## config.mk

```make
export PLATFORM = sky130hd
export DESIGN_NAME = psa_core
export DESIGN_NICKNAME = d
export VERILOG_FILES = /design/src/core/psa_ret_stack.v /design/src/core/psa_core.v
export VERILOG_INCLUDE_DIRS = /design/src /design/src/core
export SDC_FILE = /design/constraint.sdc
export NUM_CORES = 1
export LEC_CHECK = 0
export BUFFER_PORTS_ARGS = -buffer_cell sky130_fd_sc_hd__buf_2
export CAP_MARGIN = 20
export CORE_ASPECT_RATIO = 1.4
export CORE_UTILIZATION = 50
export CTS_CLUSTER_DIAMETER = 50
export DETAILED_ROUTE_END_ITERATION = 16
export PLACE_DENSITY = 0.76
export SLEW_MARGIN = 20
export SYNTH_ARGS = -nofsm -noshare
export SYNTH_HDL_FRONTEND = slang
export SYNTH_HIERARCHICAL = 1
export SYNTH_SLANG_ARGS = --single-unit
export TNS_END_PERCENT = 50
```

## constraint.sdc

```tcl
create_clock -name aclk -period 2.98 [get_ports aclk]
set_input_delay 0.596 -clock aclk [delete_from_list [all_inputs] [get_ports aclk]]
set_output_delay 0.596 -clock aclk [all_outputs]
set_load 0.01 [all_outputs]
```

## src/core/psa_regs.vh

```
// Register offsets, field positions, widths and reset values of the program-flow block.
`ifndef PSA_REGS_VH
`define PSA_REGS_VH

// Widths of the program counter, jump target, high latch, data address and bus address.
`define PSA_PC_W            13
`define PSA_JUMP_W          11
`define PSA_LATCH_W         5
`define PSA_DADDR_W         9
`define PSA_AXI_ADDR_W      8

// Register byte offsets on the AXI4-Lite bus.
`define PSA_OFF_LOW_BYTE    8'h00
`define PSA_OFF_HIGH_LATCH  8'h04
`define PSA_OFF_FILE_SEL    8'h08
`define PSA_OFF_BANK_CTRL   8'h0C
`define PSA_OFF_DATA_ADDR   8'h10

// Register indices produced by the address decoder.
`define PSA_IDX_LOW_BYTE    3'h0
`define PSA_IDX_HIGH_LATCH  3'h1
`define PSA_IDX_FILE_SEL    3'h2
`define PSA_IDX_BANK_CTRL   3'h3
`define PSA_IDX_DATA_ADDR   3'h4
`define PSA_IDX_NONE        3'h7

// Field positions in the bank control register.
`define PSA_BANK_IND_BIT    7
`define PSA_BANK_DIR_HI     6
`define PSA_BANK_DIR_LO     5

// Reset values.
`define PSA_PC_RESET        13'h0000
`define PSA_LATCH_RESET     5'h00
`define PSA_FSP_RESET       8'h00
`define PSA_BANK_RESET      3'h0

// Interrupt vector address and the file address of the indirect data port.
`define PSA_INT_VECTOR      13'h0004
`define PSA_INDIRECT_PORT   7'h00

// AXI response codes.
`define PSA_RESP_OKAY       2'h0
`define PSA_RESP_SLVERR     2'h2

`endif

```

## src/core/psa_ret_stack.v

```verilog
// Circular hardware return stack with a hidden pointer.
`timescale 1ns/1ns
module psa_ret_stack #(
  parameter DEPTH = 8,
  parameter WIDTH = 13,
  parameter PTR_W = 3
) (
  input  wire             aclk,
  input  wire             aresetn,
  input  wire             push,
  input  wire             pop,
  input  wire [WIDTH-1:0] push_data,
  output wire [WIDTH-1:0] top_data
);

  reg  [PTR_W-1:0] ptr_reg;
  reg  [WIDTH-1:0] entry_reg [0:DEPTH-1];
  wire [PTR_W-1:0] ptr_prev;

  // The pointer only wraps, so no overflow or underflow is ever flagged.
  assign ptr_prev = ptr_reg - {{(PTR_W-1){1'b0}}, 1'b1};
  assign top_data = entry_reg[ptr_prev];

  // The pointer has no port of its own and cannot be seen or changed from outside.
  always @(posedge aclk) begin
    if (!aresetn) begin
      ptr_reg <= {PTR_W{1'b0}};
    end else if (push) begin
      ptr_reg <= ptr_reg + {{(PTR_W-1){1'b0}}, 1'b1};
    end else if (pop) begin
      ptr_reg <= ptr_prev;
    end
  end

  // Each entry is written when the pointer names it; the ninth push reuses entry zero.
  genvar i;
  generate
    for (i = 0; i < DEPTH; i = i + 1) begin : g_entry
      always @(posedge aclk) begin
        if (!aresetn) begin
          entry_reg[i] <= {WIDTH{1'b0}};
        end else if (push && (ptr_reg == i)) begin
          entry_reg[i] <= push_data;
        end
      end
    end
  endgenerate

endmodule

```

## src/core/psa_core.v

```verilog
// Program counter, return stack and data address formation behind an AXI4-Lite slave.
`timescale 1ns/1ns
`include "psa_regs.vh"
module psa_core #(
  parameter STACK_DEPTH = 8,
  parameter STACK_PTR_W = 3
) (
  input  wire                       aclk,
  input  wire                       aresetn,
  // AXI4-Lite write address channel.
  input  wire [`PSA_AXI_ADDR_W-1:0] s_axi_awaddr,
  input  wire                       s_axi_awvalid,
  output wire                       s_axi_awready,
  // AXI4-Lite write data channel.
  input  wire [31:0]                s_axi_wdata,
  input  wire [3:0]                 s_axi_wstrb,
  input  wire                       s_axi_wvalid,
  output wire                       s_axi_wready,
  // AXI4-Lite write response channel.
  output wire [1:0]                 s_axi_bresp,
  output wire                       s_axi_bvalid,
  input  wire                       s_axi_bready,
  // AXI4-Lite read address channel.
  input  wire [`PSA_AXI_ADDR_W-1:0] s_axi_araddr,
  input  wire                       s_axi_arvalid,
  output wire                       s_axi_arready,
  // AXI4-Lite read data channel.
  output wire [31:0]                s_axi_rdata,
  output wire [1:0]                 s_axi_rresp,
  output wire                       s_axi_rvalid,
  input  wire                       s_axi_rready,
  // Program flow requests from the decoder and interrupt logic.
  input  wire                       pc_advance,
  input  wire                       op_call,
  input  wire                       op_direct_jump,
  input  wire [`PSA_JUMP_W-1:0]     op_target,
  input  wire                       op_return,
  input  wire                       op_return_with_literal,
  input  wire                       op_return_from_interrupt,
  input  wire                       int_vector_req,
  input  wire                       low_byte_wr_en,
  input  wire [7:0]                 low_byte_wr_data,
  // Program memory fetch address.
  output wire [`PSA_PC_W-1:0]       fetch_addr,
  // Data access requests from the decoder.
  input  wire                       acc_valid,
  input  wire                       acc_write,
  input  wire [6:0]                 acc_file_addr,
  input  wire [7:0]                 acc_wr_data,
  output wire [7:0]                 acc_rd_data,
  output wire                       acc_rd_valid,
  // Data memory bus.
  output wire [`PSA_DADDR_W-1:0]    dmem_addr,
  output wire                       dmem_rd_en,
  output wire                       dmem_wr_en,
  output wire [7:0]                 dmem_wr_data,
  input  wire [7:0]                 dmem_rd_data
);

  // Program counter state and the latch for its upper part.
  reg  [`PSA_PC_W-1:0]       pc_reg;
  reg  [`PSA_PC_W-1:0]       pc_next;
  reg  [`PSA_LATCH_W-1:0]    pc_high_latch_reg;
  reg                        stack_push;
  reg                        stack_pop;
  wire [`PSA_PC_W-1:0]       stack_top;
  wire                       any_return;

  // Addressing state.
  reg  [7:0]                 file_select_pointer_reg;
  reg                        indirect_bank_bit_reg;
  reg  [1:0]                 direct_bank_bits_reg;
  reg  [`PSA_DADDR_W-1:0]    dmem_addr_reg;
  reg                        dmem_rd_en_reg;
  reg                        dmem_wr_en_reg;
  reg  [7:0]                 dmem_wr_data_reg;
  reg                        acc_null_reg;
  reg  [7:0]                 acc_rd_data_reg;
  reg                        acc_rd_valid_reg;
  wire                       acc_is_indirect;
  wire                       acc_self_point;
  wire [`PSA_DADDR_W-1:0]    acc_addr;

  // Bus slave state.
  reg                        aw_held_reg;
  reg  [`PSA_AXI_ADDR_W-1:0] aw_addr_reg;
  reg                        w_held_reg;
  reg  [7:0]                 w_data_reg;
  reg                        w_lane0_reg;
  reg                        bvalid_reg;
  reg  [1:0]                 bresp_reg;
  reg                        rvalid_reg;
  reg  [31:0]                rdata_reg;
  reg  [1:0]                 rresp_reg;
  wire                       aw_take;
  wire                       w_take;
  wire                       have_aw;
  wire                       have_w;
  wire [`PSA_AXI_ADDR_W-1:0] cur_awaddr;
  wire [7:0]                 cur_wdata;
  wire                       cur_lane0;
  wire                       wr_fire;
  wire                       wr_en;
  wire [2:0]                 wr_idx;
  wire [2:0]                 rd_idx;
  wire                       ar_take;
  wire                       bus_low_wr;
  reg  [31:0]                rd_value;

  // Maps a byte address to a register index; unaligned or unknown gives none.
  function [2:0] psa_index;
    input [`PSA_AXI_ADDR_W-1:0] addr;
    begin
      case (addr)
        `PSA_OFF_LOW_BYTE:   psa_index = `PSA_IDX_LOW_BYTE;
        `PSA_OFF_HIGH_LATCH: psa_index = `PSA_IDX_HIGH_LATCH;
        `PSA_OFF_FILE_SEL:   psa_index = `PSA_IDX_FILE_SEL;
        `PSA_OFF_BANK_CTRL:  psa_index = `PSA_IDX_BANK_CTRL;
        `PSA_OFF_DATA_ADDR:  psa_index = `PSA_IDX_DATA_ADDR;
        default:             psa_index = `PSA_IDX_NONE;
      endcase
    end
  endfunction

  // Write channels are taken independently and held until both are present.
  assign s_axi_awready = !aw_held_reg && !bvalid_reg;
  assign s_axi_wready  = !w_held_reg && !bvalid_reg;
  assign aw_take       = s_axi_awvalid && s_axi_awready;
  assign w_take        = s_axi_wvalid && s_axi_wready;
  assign have_aw       = aw_held_reg || aw_take;
  assign have_w        = w_held_reg || w_take;
  assign cur_awaddr    = aw_held_reg ? aw_addr_reg : s_axi_awaddr;
  assign cur_wdata     = w_held_reg ? w_data_reg : s_axi_wdata[7:0];
  assign cur_lane0     = w_held_reg ? w_lane0_reg : s_axi_wstrb[0];
  assign wr_fire       = have_aw && have_w && !bvalid_reg;
  assign wr_idx        = psa_index(cur_awaddr);
  assign wr_en         = wr_fire && cur_lane0;
  assign bus_low_wr    = wr_en && (wr_idx == `PSA_IDX_LOW_BYTE);
  assign s_axi_bvalid  = bvalid_reg;
  assign s_axi_bresp   = bresp_reg;

  // Holds a channel taken early, then issues the response once both have arrived.
  always @(posedge aclk) begin
    if (!aresetn) begin
      aw_held_reg <= 1'b0;
      aw_addr_reg <= {`PSA_AXI_ADDR_W{1'b0}};
      w_held_reg  <= 1'b0;
      w_data_reg  <= 8'h00;
      w_lane0_reg <= 1'b0;
      bvalid_reg  <= 1'b0;
      bresp_reg   <= `PSA_RESP_OKAY;
    end else if (wr_fire) begin
      aw_held_reg <= 1'b0;
      w_held_reg  <= 1'b0;
      bvalid_reg  <= 1'b1;
      bresp_reg   <= (wr_idx == `PSA_IDX_NONE) ? `PSA_RESP_SLVERR : `PSA_RESP_OKAY;
    end else begin
      if (aw_take) begin
        aw_held_reg <= 1'b1;
        aw_addr_reg <= s_axi_awaddr;
      end
      if (w_take) begin
        w_held_reg  <= 1'b1;
        w_data_reg  <= s_axi_wdata[7:0];
        w_lane0_reg <= s_axi_wstrb[0];
      end
      if (bvalid_reg && s_axi_bready) begin
        bvalid_reg <= 1'b0;
      end
    end
  end

  // Software-visible control registers; only lane zero carries data.
  always @(posedge aclk) begin
    if (!aresetn) begin
      pc_high_latch_reg       <= `PSA_LATCH_RESET;
      file_select_pointer_reg <= `PSA_FSP_RESET;
      indirect_bank_bit_reg   <= 1'b0;
      direct_bank_bits_reg    <= 2'h0;
    end else if (wr_en) begin
      case (wr_idx)
        `PSA_IDX_HIGH_LATCH: begin
          pc_high_latch_reg <= cur_wdata[`PSA_LATCH_W-1:0];
        end
        `PSA_IDX_FILE_SEL: begin
          file_select_pointer_reg <= cur_wdata;
        end
        `PSA_IDX_BANK_CTRL: begin
          indirect_bank_bit_reg <= cur_wdata[`PSA_BANK_IND_BIT];
          direct_bank_bits_reg  <= cur_wdata[`PSA_BANK_DIR_HI:`PSA_BANK_DIR_LO];
        end
        default: begin
          pc_high_latch_reg <= pc_high_latch_reg;
        end
      endcase
    end
  end

  // Read path answers one cycle after the address is taken.
  assign s_axi_arready = !rvalid_reg;
  assign ar_take       = s_axi_arvalid && s_axi_arready;
  assign rd_idx        = psa_index(s_axi_araddr);
  assign s_axi_rvalid  = rvalid_reg;
  assign s_axi_rdata   = rdata_reg;
  assign s_axi_rresp   = rresp_reg;

  // Read value selection; the upper counter bits and stack pointer have no entry.
  always @* begin
    rd_value = 32'h00000000;
    case (rd_idx)
      `PSA_IDX_LOW_BYTE:   rd_value[7:0] = pc_reg[7:0];
      `PSA_IDX_HIGH_LATCH: rd_value[`PSA_LATCH_W-1:0] = pc_high_latch_reg;
      `PSA_IDX_FILE_SEL:   rd_value[7:0] = file_select_pointer_reg;
      `PSA_IDX_BANK_CTRL: begin
        rd_value[`PSA_BANK_IND_BIT] = indirect_bank_bit_reg;
        rd_value[`PSA_BANK_DIR_HI:`PSA_BANK_DIR_LO] = direct_bank_bits_reg;
      end
      `PSA_IDX_DATA_ADDR:  rd_value[`PSA_DADDR_W-1:0] = dmem_addr_reg;
      default:             rd_value = 32'h00000000;
    endcase
  end

  // Read data register, held until the master accepts it.
  always @(posedge aclk) begin
    if (!aresetn) begin
      rvalid_reg <= 1'b0;
      rdata_reg  <= 32'h00000000;
      rresp_reg  <= `PSA_RESP_OKAY;
    end else if (ar_take) begin
      rvalid_reg <= 1'b1;
      rdata_reg  <= rd_value;
      rresp_reg  <= (rd_idx == `PSA_IDX_NONE) ? `PSA_RESP_SLVERR : `PSA_RESP_OKAY;
    end else if (rvalid_reg && s_axi_rready) begin
      rvalid_reg <= 1'b0;
    end
  end

  // The three return kinds all restore the counter from the stack.
  assign any_return = op_return || op_return_with_literal || op_return_from_interrupt;

  // Next counter value; flow changes outrank low-byte writes, which outrank advance.
  always @* begin
    pc_next    = pc_reg;
    stack_push = 1'b0;
    stack_pop  = 1'b0;
    if (int_vector_req) begin
      pc_next    = `PSA_INT_VECTOR;
      stack_push = 1'b1;
    end else if (op_call) begin
      pc_next    = {pc_high_latch_reg[4:3], op_target};
      stack_push = 1'b1;
    end else if (op_direct_jump) begin
      pc_next    = {pc_high_latch_reg[4:3], op_target};
    end else if (any_return) begin
      pc_next    = stack_top;
      stack_pop  = 1'b1;
    end else if (low_byte_wr_en) begin
      pc_next    = {pc_high_latch_reg[4:0], low_byte_wr_data};
    end else if (bus_low_wr) begin
      pc_next    = {pc_high_latch_reg[4:0], cur_wdata};
    end else if (pc_advance) begin
      pc_next    = pc_reg + 13'h0001;
    end
  end

  // Program counter register, cleared by any reset.
  always @(posedge aclk) begin
    if (!aresetn) begin
      pc_reg <= `PSA_PC_RESET;
    end else begin
      pc_reg <= pc_next;
    end
  end

  assign fetch_addr = pc_reg;

  // The stack sees only the counter; the latch is never pushed or popped.
  psa_ret_stack #(
    .DEPTH     (STACK_DEPTH),
    .WIDTH     (`PSA_PC_W),
    .PTR_W     (STACK_PTR_W)
  ) u_stack (
    .aclk      (aclk),
    .aresetn   (aresetn),
    .push      (stack_push),
    .pop       (stack_pop),
    .push_data (pc_reg),
    .top_data  (stack_top)
  );

  // Operand zero names the indirect port, which redirects through the pointer.
  assign acc_is_indirect = (acc_file_addr == `PSA_INDIRECT_PORT);
  // The pointer names the indirect port itself in any bank when its low seven bits are zero.
  assign acc_self_point  = acc_is_indirect &&
                           (file_select_pointer_reg[6:0] == `PSA_INDIRECT_PORT);
  // Indirect uses bank bit and pointer, direct uses bank bits and operand.
  assign acc_addr = acc_is_indirect ?
                    {indirect_bank_bit_reg, file_select_pointer_reg} :
                    {direct_bank_bits_reg, acc_file_addr};

  // Data memory request stage; a self-pointing access reaches no memory.
  always @(posedge aclk) begin
    if (!aresetn) begin
      dmem_addr_reg    <= {`PSA_DADDR_W{1'b0}};
      dmem_rd_en_reg   <= 1'b0;
      dmem_wr_en_reg   <= 1'b0;
      dmem_wr_data_reg <= 8'h00;
      acc_null_reg     <= 1'b0;
    end else begin
      dmem_rd_en_reg   <= acc_valid && !acc_write && !acc_self_point;
      dmem_wr_en_reg   <= acc_valid && acc_write && !acc_self_point;
      acc_null_reg     <= acc_valid && !acc_write && acc_self_point;
      if (acc_valid) begin
        dmem_addr_reg    <= acc_addr;
        dmem_wr_data_reg <= acc_wr_data;
      end
    end
  end

  // Read result stage; a self-pointing read returns zero instead of memory data.
  always @(posedge aclk) begin
    if (!aresetn) begin
      acc_rd_data_reg  <= 8'h00;
      acc_rd_valid_reg <= 1'b0;
    end else begin
      acc_rd_valid_reg <= dmem_rd_en_reg || acc_null_reg;
      if (acc_null_reg) begin
        acc_rd_data_reg <= 8'h00;
      end else if (dmem_rd_en_reg) begin
        acc_rd_data_reg <= dmem_rd_data;
      end
    end
  end

  assign dmem_addr    = dmem_addr_reg;
  assign dmem_rd_en   = dmem_rd_en_reg;
  assign dmem_wr_en   = dmem_wr_en_reg;
  assign dmem_wr_data = dmem_wr_data_reg;
  assign acc_rd_data  = acc_rd_data_reg;
  assign acc_rd_valid = acc_rd_valid_reg;

endmodule

```

==> impl_metrics.ini <==
[yosys]
ys_seq_area_share_pct = 49.9
synth_top_area_share_pct = 31.3
synth_seq_cells = 197
ys_async_sr_fraction_pct = 0
synth_area_mm2 = 0.00998
yosys_warnings = 6
synthCells = 945
yosysTopAreaCell = edfxtp_1
synth_common_cells = mux2i_1 (121), edfxtp_1 (104), dfxtp_1 (93)
synth.distinct_cells = 65
synth_edf_count = 104
synth_area_leaders = edfxtp_1 (31%), dfxtp_1 (19%), mux2i_1 (12%), and3_1 (5.2%), nand3_1 (3.3%)
synthFlopType = edfxtp_1
synth_most_common_cell = mux2i_1
avgSynthCellArea_um2 = 10.6

[finish]
n_fill_cell = 1665
drive_gt1_share_pct = 21.1
largest_reg_flops = 104
nNetsFinal = 1188
area_delta_synth_final_pct = 14.8
diodes = 0

[pwr]
ir_drop_mv = 0.373
p_per_area_mw_per_mm2 = 580
total_power_uw = 6650
p_leak_uw = 0.00515

[floorplanning]
die_h_um = 169
rows = 60
die-area_mm2 = 0.0205
ios = 193
initial_utilization_pct = 51.5
core_mm2 = 0.0194
die_w_um = 121

[worst_setup_path]
end_kind = register
path_class = register to register
worstPathMaxFanout = 14
start_kind = register
critPathMaxStageDelay_ns = 0.58
worst_ep_required_time_ns = 3.30
crit_arrival_ns = 2.97
worst_path_max_delay_cell = ha_2
critical_path.cell_chain = inv_1, ha_2, buf_4, mux2i_1, nand3_1, and4_1, a32o_1, mux2i_1, o32ai_1
cp_common_cell = mux2i_1

[outcome]
status = finished clean

[cts]
cts_tree = yes
clock-sinks = 197
cts_setup_buffers = 0
clock_path_buffers = 2
clockRootBuffer = clkbuf_16
cts_buffers = 17
insertion_delay_ns = 0.44
hold_buffers = 0
post_cts_resize_count = 0
clkSlewWorstSetupHoldPaths_ns = 0.08
htree_levels = 4

[timing]
timing.final.hold_violations = 0
rsz0062_at_grt = false
finalSetupViolations = 0
post-route-period-util_pct = 88.7
final.setup.tns_ns = 0
worst_slew_pin_slew_ns = 0.721
slew_viol_final = 0
clock.fmax_mhz = 378
layout_min_cycle_time_ns = 2.64
skew_ns = 0.0128
relSlewSlack_pct = 51.8

[global_route]
overflow = 0
track_usage_pct = 25.6
antenna_found_initial = 1
grt_pass1_vias = 7639
grt_pass1_wl_um = 39800
grt_max_degree = 60

[detailed_routing]
drt-total-wl_um = 25700
drt-vias-per-instance = 5.83
wl_per_cell_um = 19.3
drcViolationCount = 0
num_vias = 7759
dr.pass1.iters = 5
drt-initial-drc-count = 555
final_antenna_net_count = 0

[worst_hold_path]
hold_class = input port to register

[place]
finalWeightedCongestion = 0.884
io_buffers = 140
hpwl_um = 17700

[job]
max_cap_violations = 0
## path summary, 6_finish.rpt
path / start / end / slack (ns) / cells after the start
worst max-delay path: u_stack/ptr_reg[1]$_SDFFE_PN0P_ / fetch_addr[0]$_SDFFE_PP0P_ / 0.34 / 9
worst min-delay path: acc_write / dmem_rd_en$_SDFF_PN0_ / 0.33 / 2
worst max register to register: u_stack/ptr_reg[1]$_SDFFE_PN0P_ / fetch_addr[0]$_SDFFE_PP0P_ / 0.34 / 9
worst min register to register: acc_null_reg$_SDFF_PN0_ / acc_rd_valid$_SDFF_PN0_ / 0.45 / 1
## through the flow
step	hold slack [ns]	cells	setup WS, ns	cell area, um2	util, %
floorplan	0.419	969	0.214	10100	-
finish	0.335	1331	0.336	11500	59.2
global route	0.333	1331	0.148	11500	59.2
detailed placement	0.440	1299	0.361	10800	56.0
global placement	0.423	1299	0.425	10800	56.0
CTS	0.318	1331	0.350	11500	59.1
## critical path: cells and delay by family (launching register included)
family,cells,cell delay [ns]
DFF,1,0.41
muxes,2,0.34
adders and majority gates,1,0.58
and+or+nand+nor,2,0.41
AOI/OAI and AO/OA,2,0.34
buffers and inverters,2,0.44
## cells in the final DEF (no fill, tap or decap), types with 28 or more instances in the layout
master and count:
buf_2 140, mux2i_1 121, edfxtp_1 104, dfxtp_1 93
and3_1 81, nand3_1 65, nor2b_1 50, nor2_1 49
nand2_1 42, a21oi_1 32, and2_1 29, o21ai_0 28
buf_4 28
## report_power, final
| part | total [uW] | leakage, uW | internal, uW | switching (uW) |
|---|---|---|---|---|
| sequential | 3100 | 0.00185 | 3000 | 93.6 |
| combinational | 1240 | 0.00300 | 490 | 749 |
| clock | 2310 | 0.000299 | 1180 | 1140 |
## cell families after synthesis
kind of cell             Yosys count  share of synthesized area [%]
AO/OA/AOI/OAI                    118                           8.01
XOR/XNOR                          14                           1.38
adder cells (fa/ha/maj)            7                          0.878
buffers and inverters            102                           5.22
flip-flops                       197                           49.9
multiplexers                     130                           13.2
other                              1                         0.0376
AND/OR/NAND/NOR                  376                           21.4
## routing by layer
| layer | up-vias | GRT usage [%] | part of all wire [%] |
|---|---|---|---|
| met5 | - | 0 | 0 |
| met4 | 0 | 12.1 | 3.3 |
| met3 | 56 | 5.95 | 6.1 |
| met2 | 302 | 44.9 | 52 |
| met1 | 3746 | 29.0 | 39 |
| li1 | 3655 | - | - |
## final cells by class
type	instances	area (um2)	area share (%)
repair buffers	169	931	8.12
well taps	248	310	2.71
clock buffers	18	450	3.93
clock inverters	14	155	1.35
inverters	15	56.3	0.491
multi-input cells	670	4570	39.9
flip-flops and latches	197	4980	43.5
(Power assumes the default switching activity.)
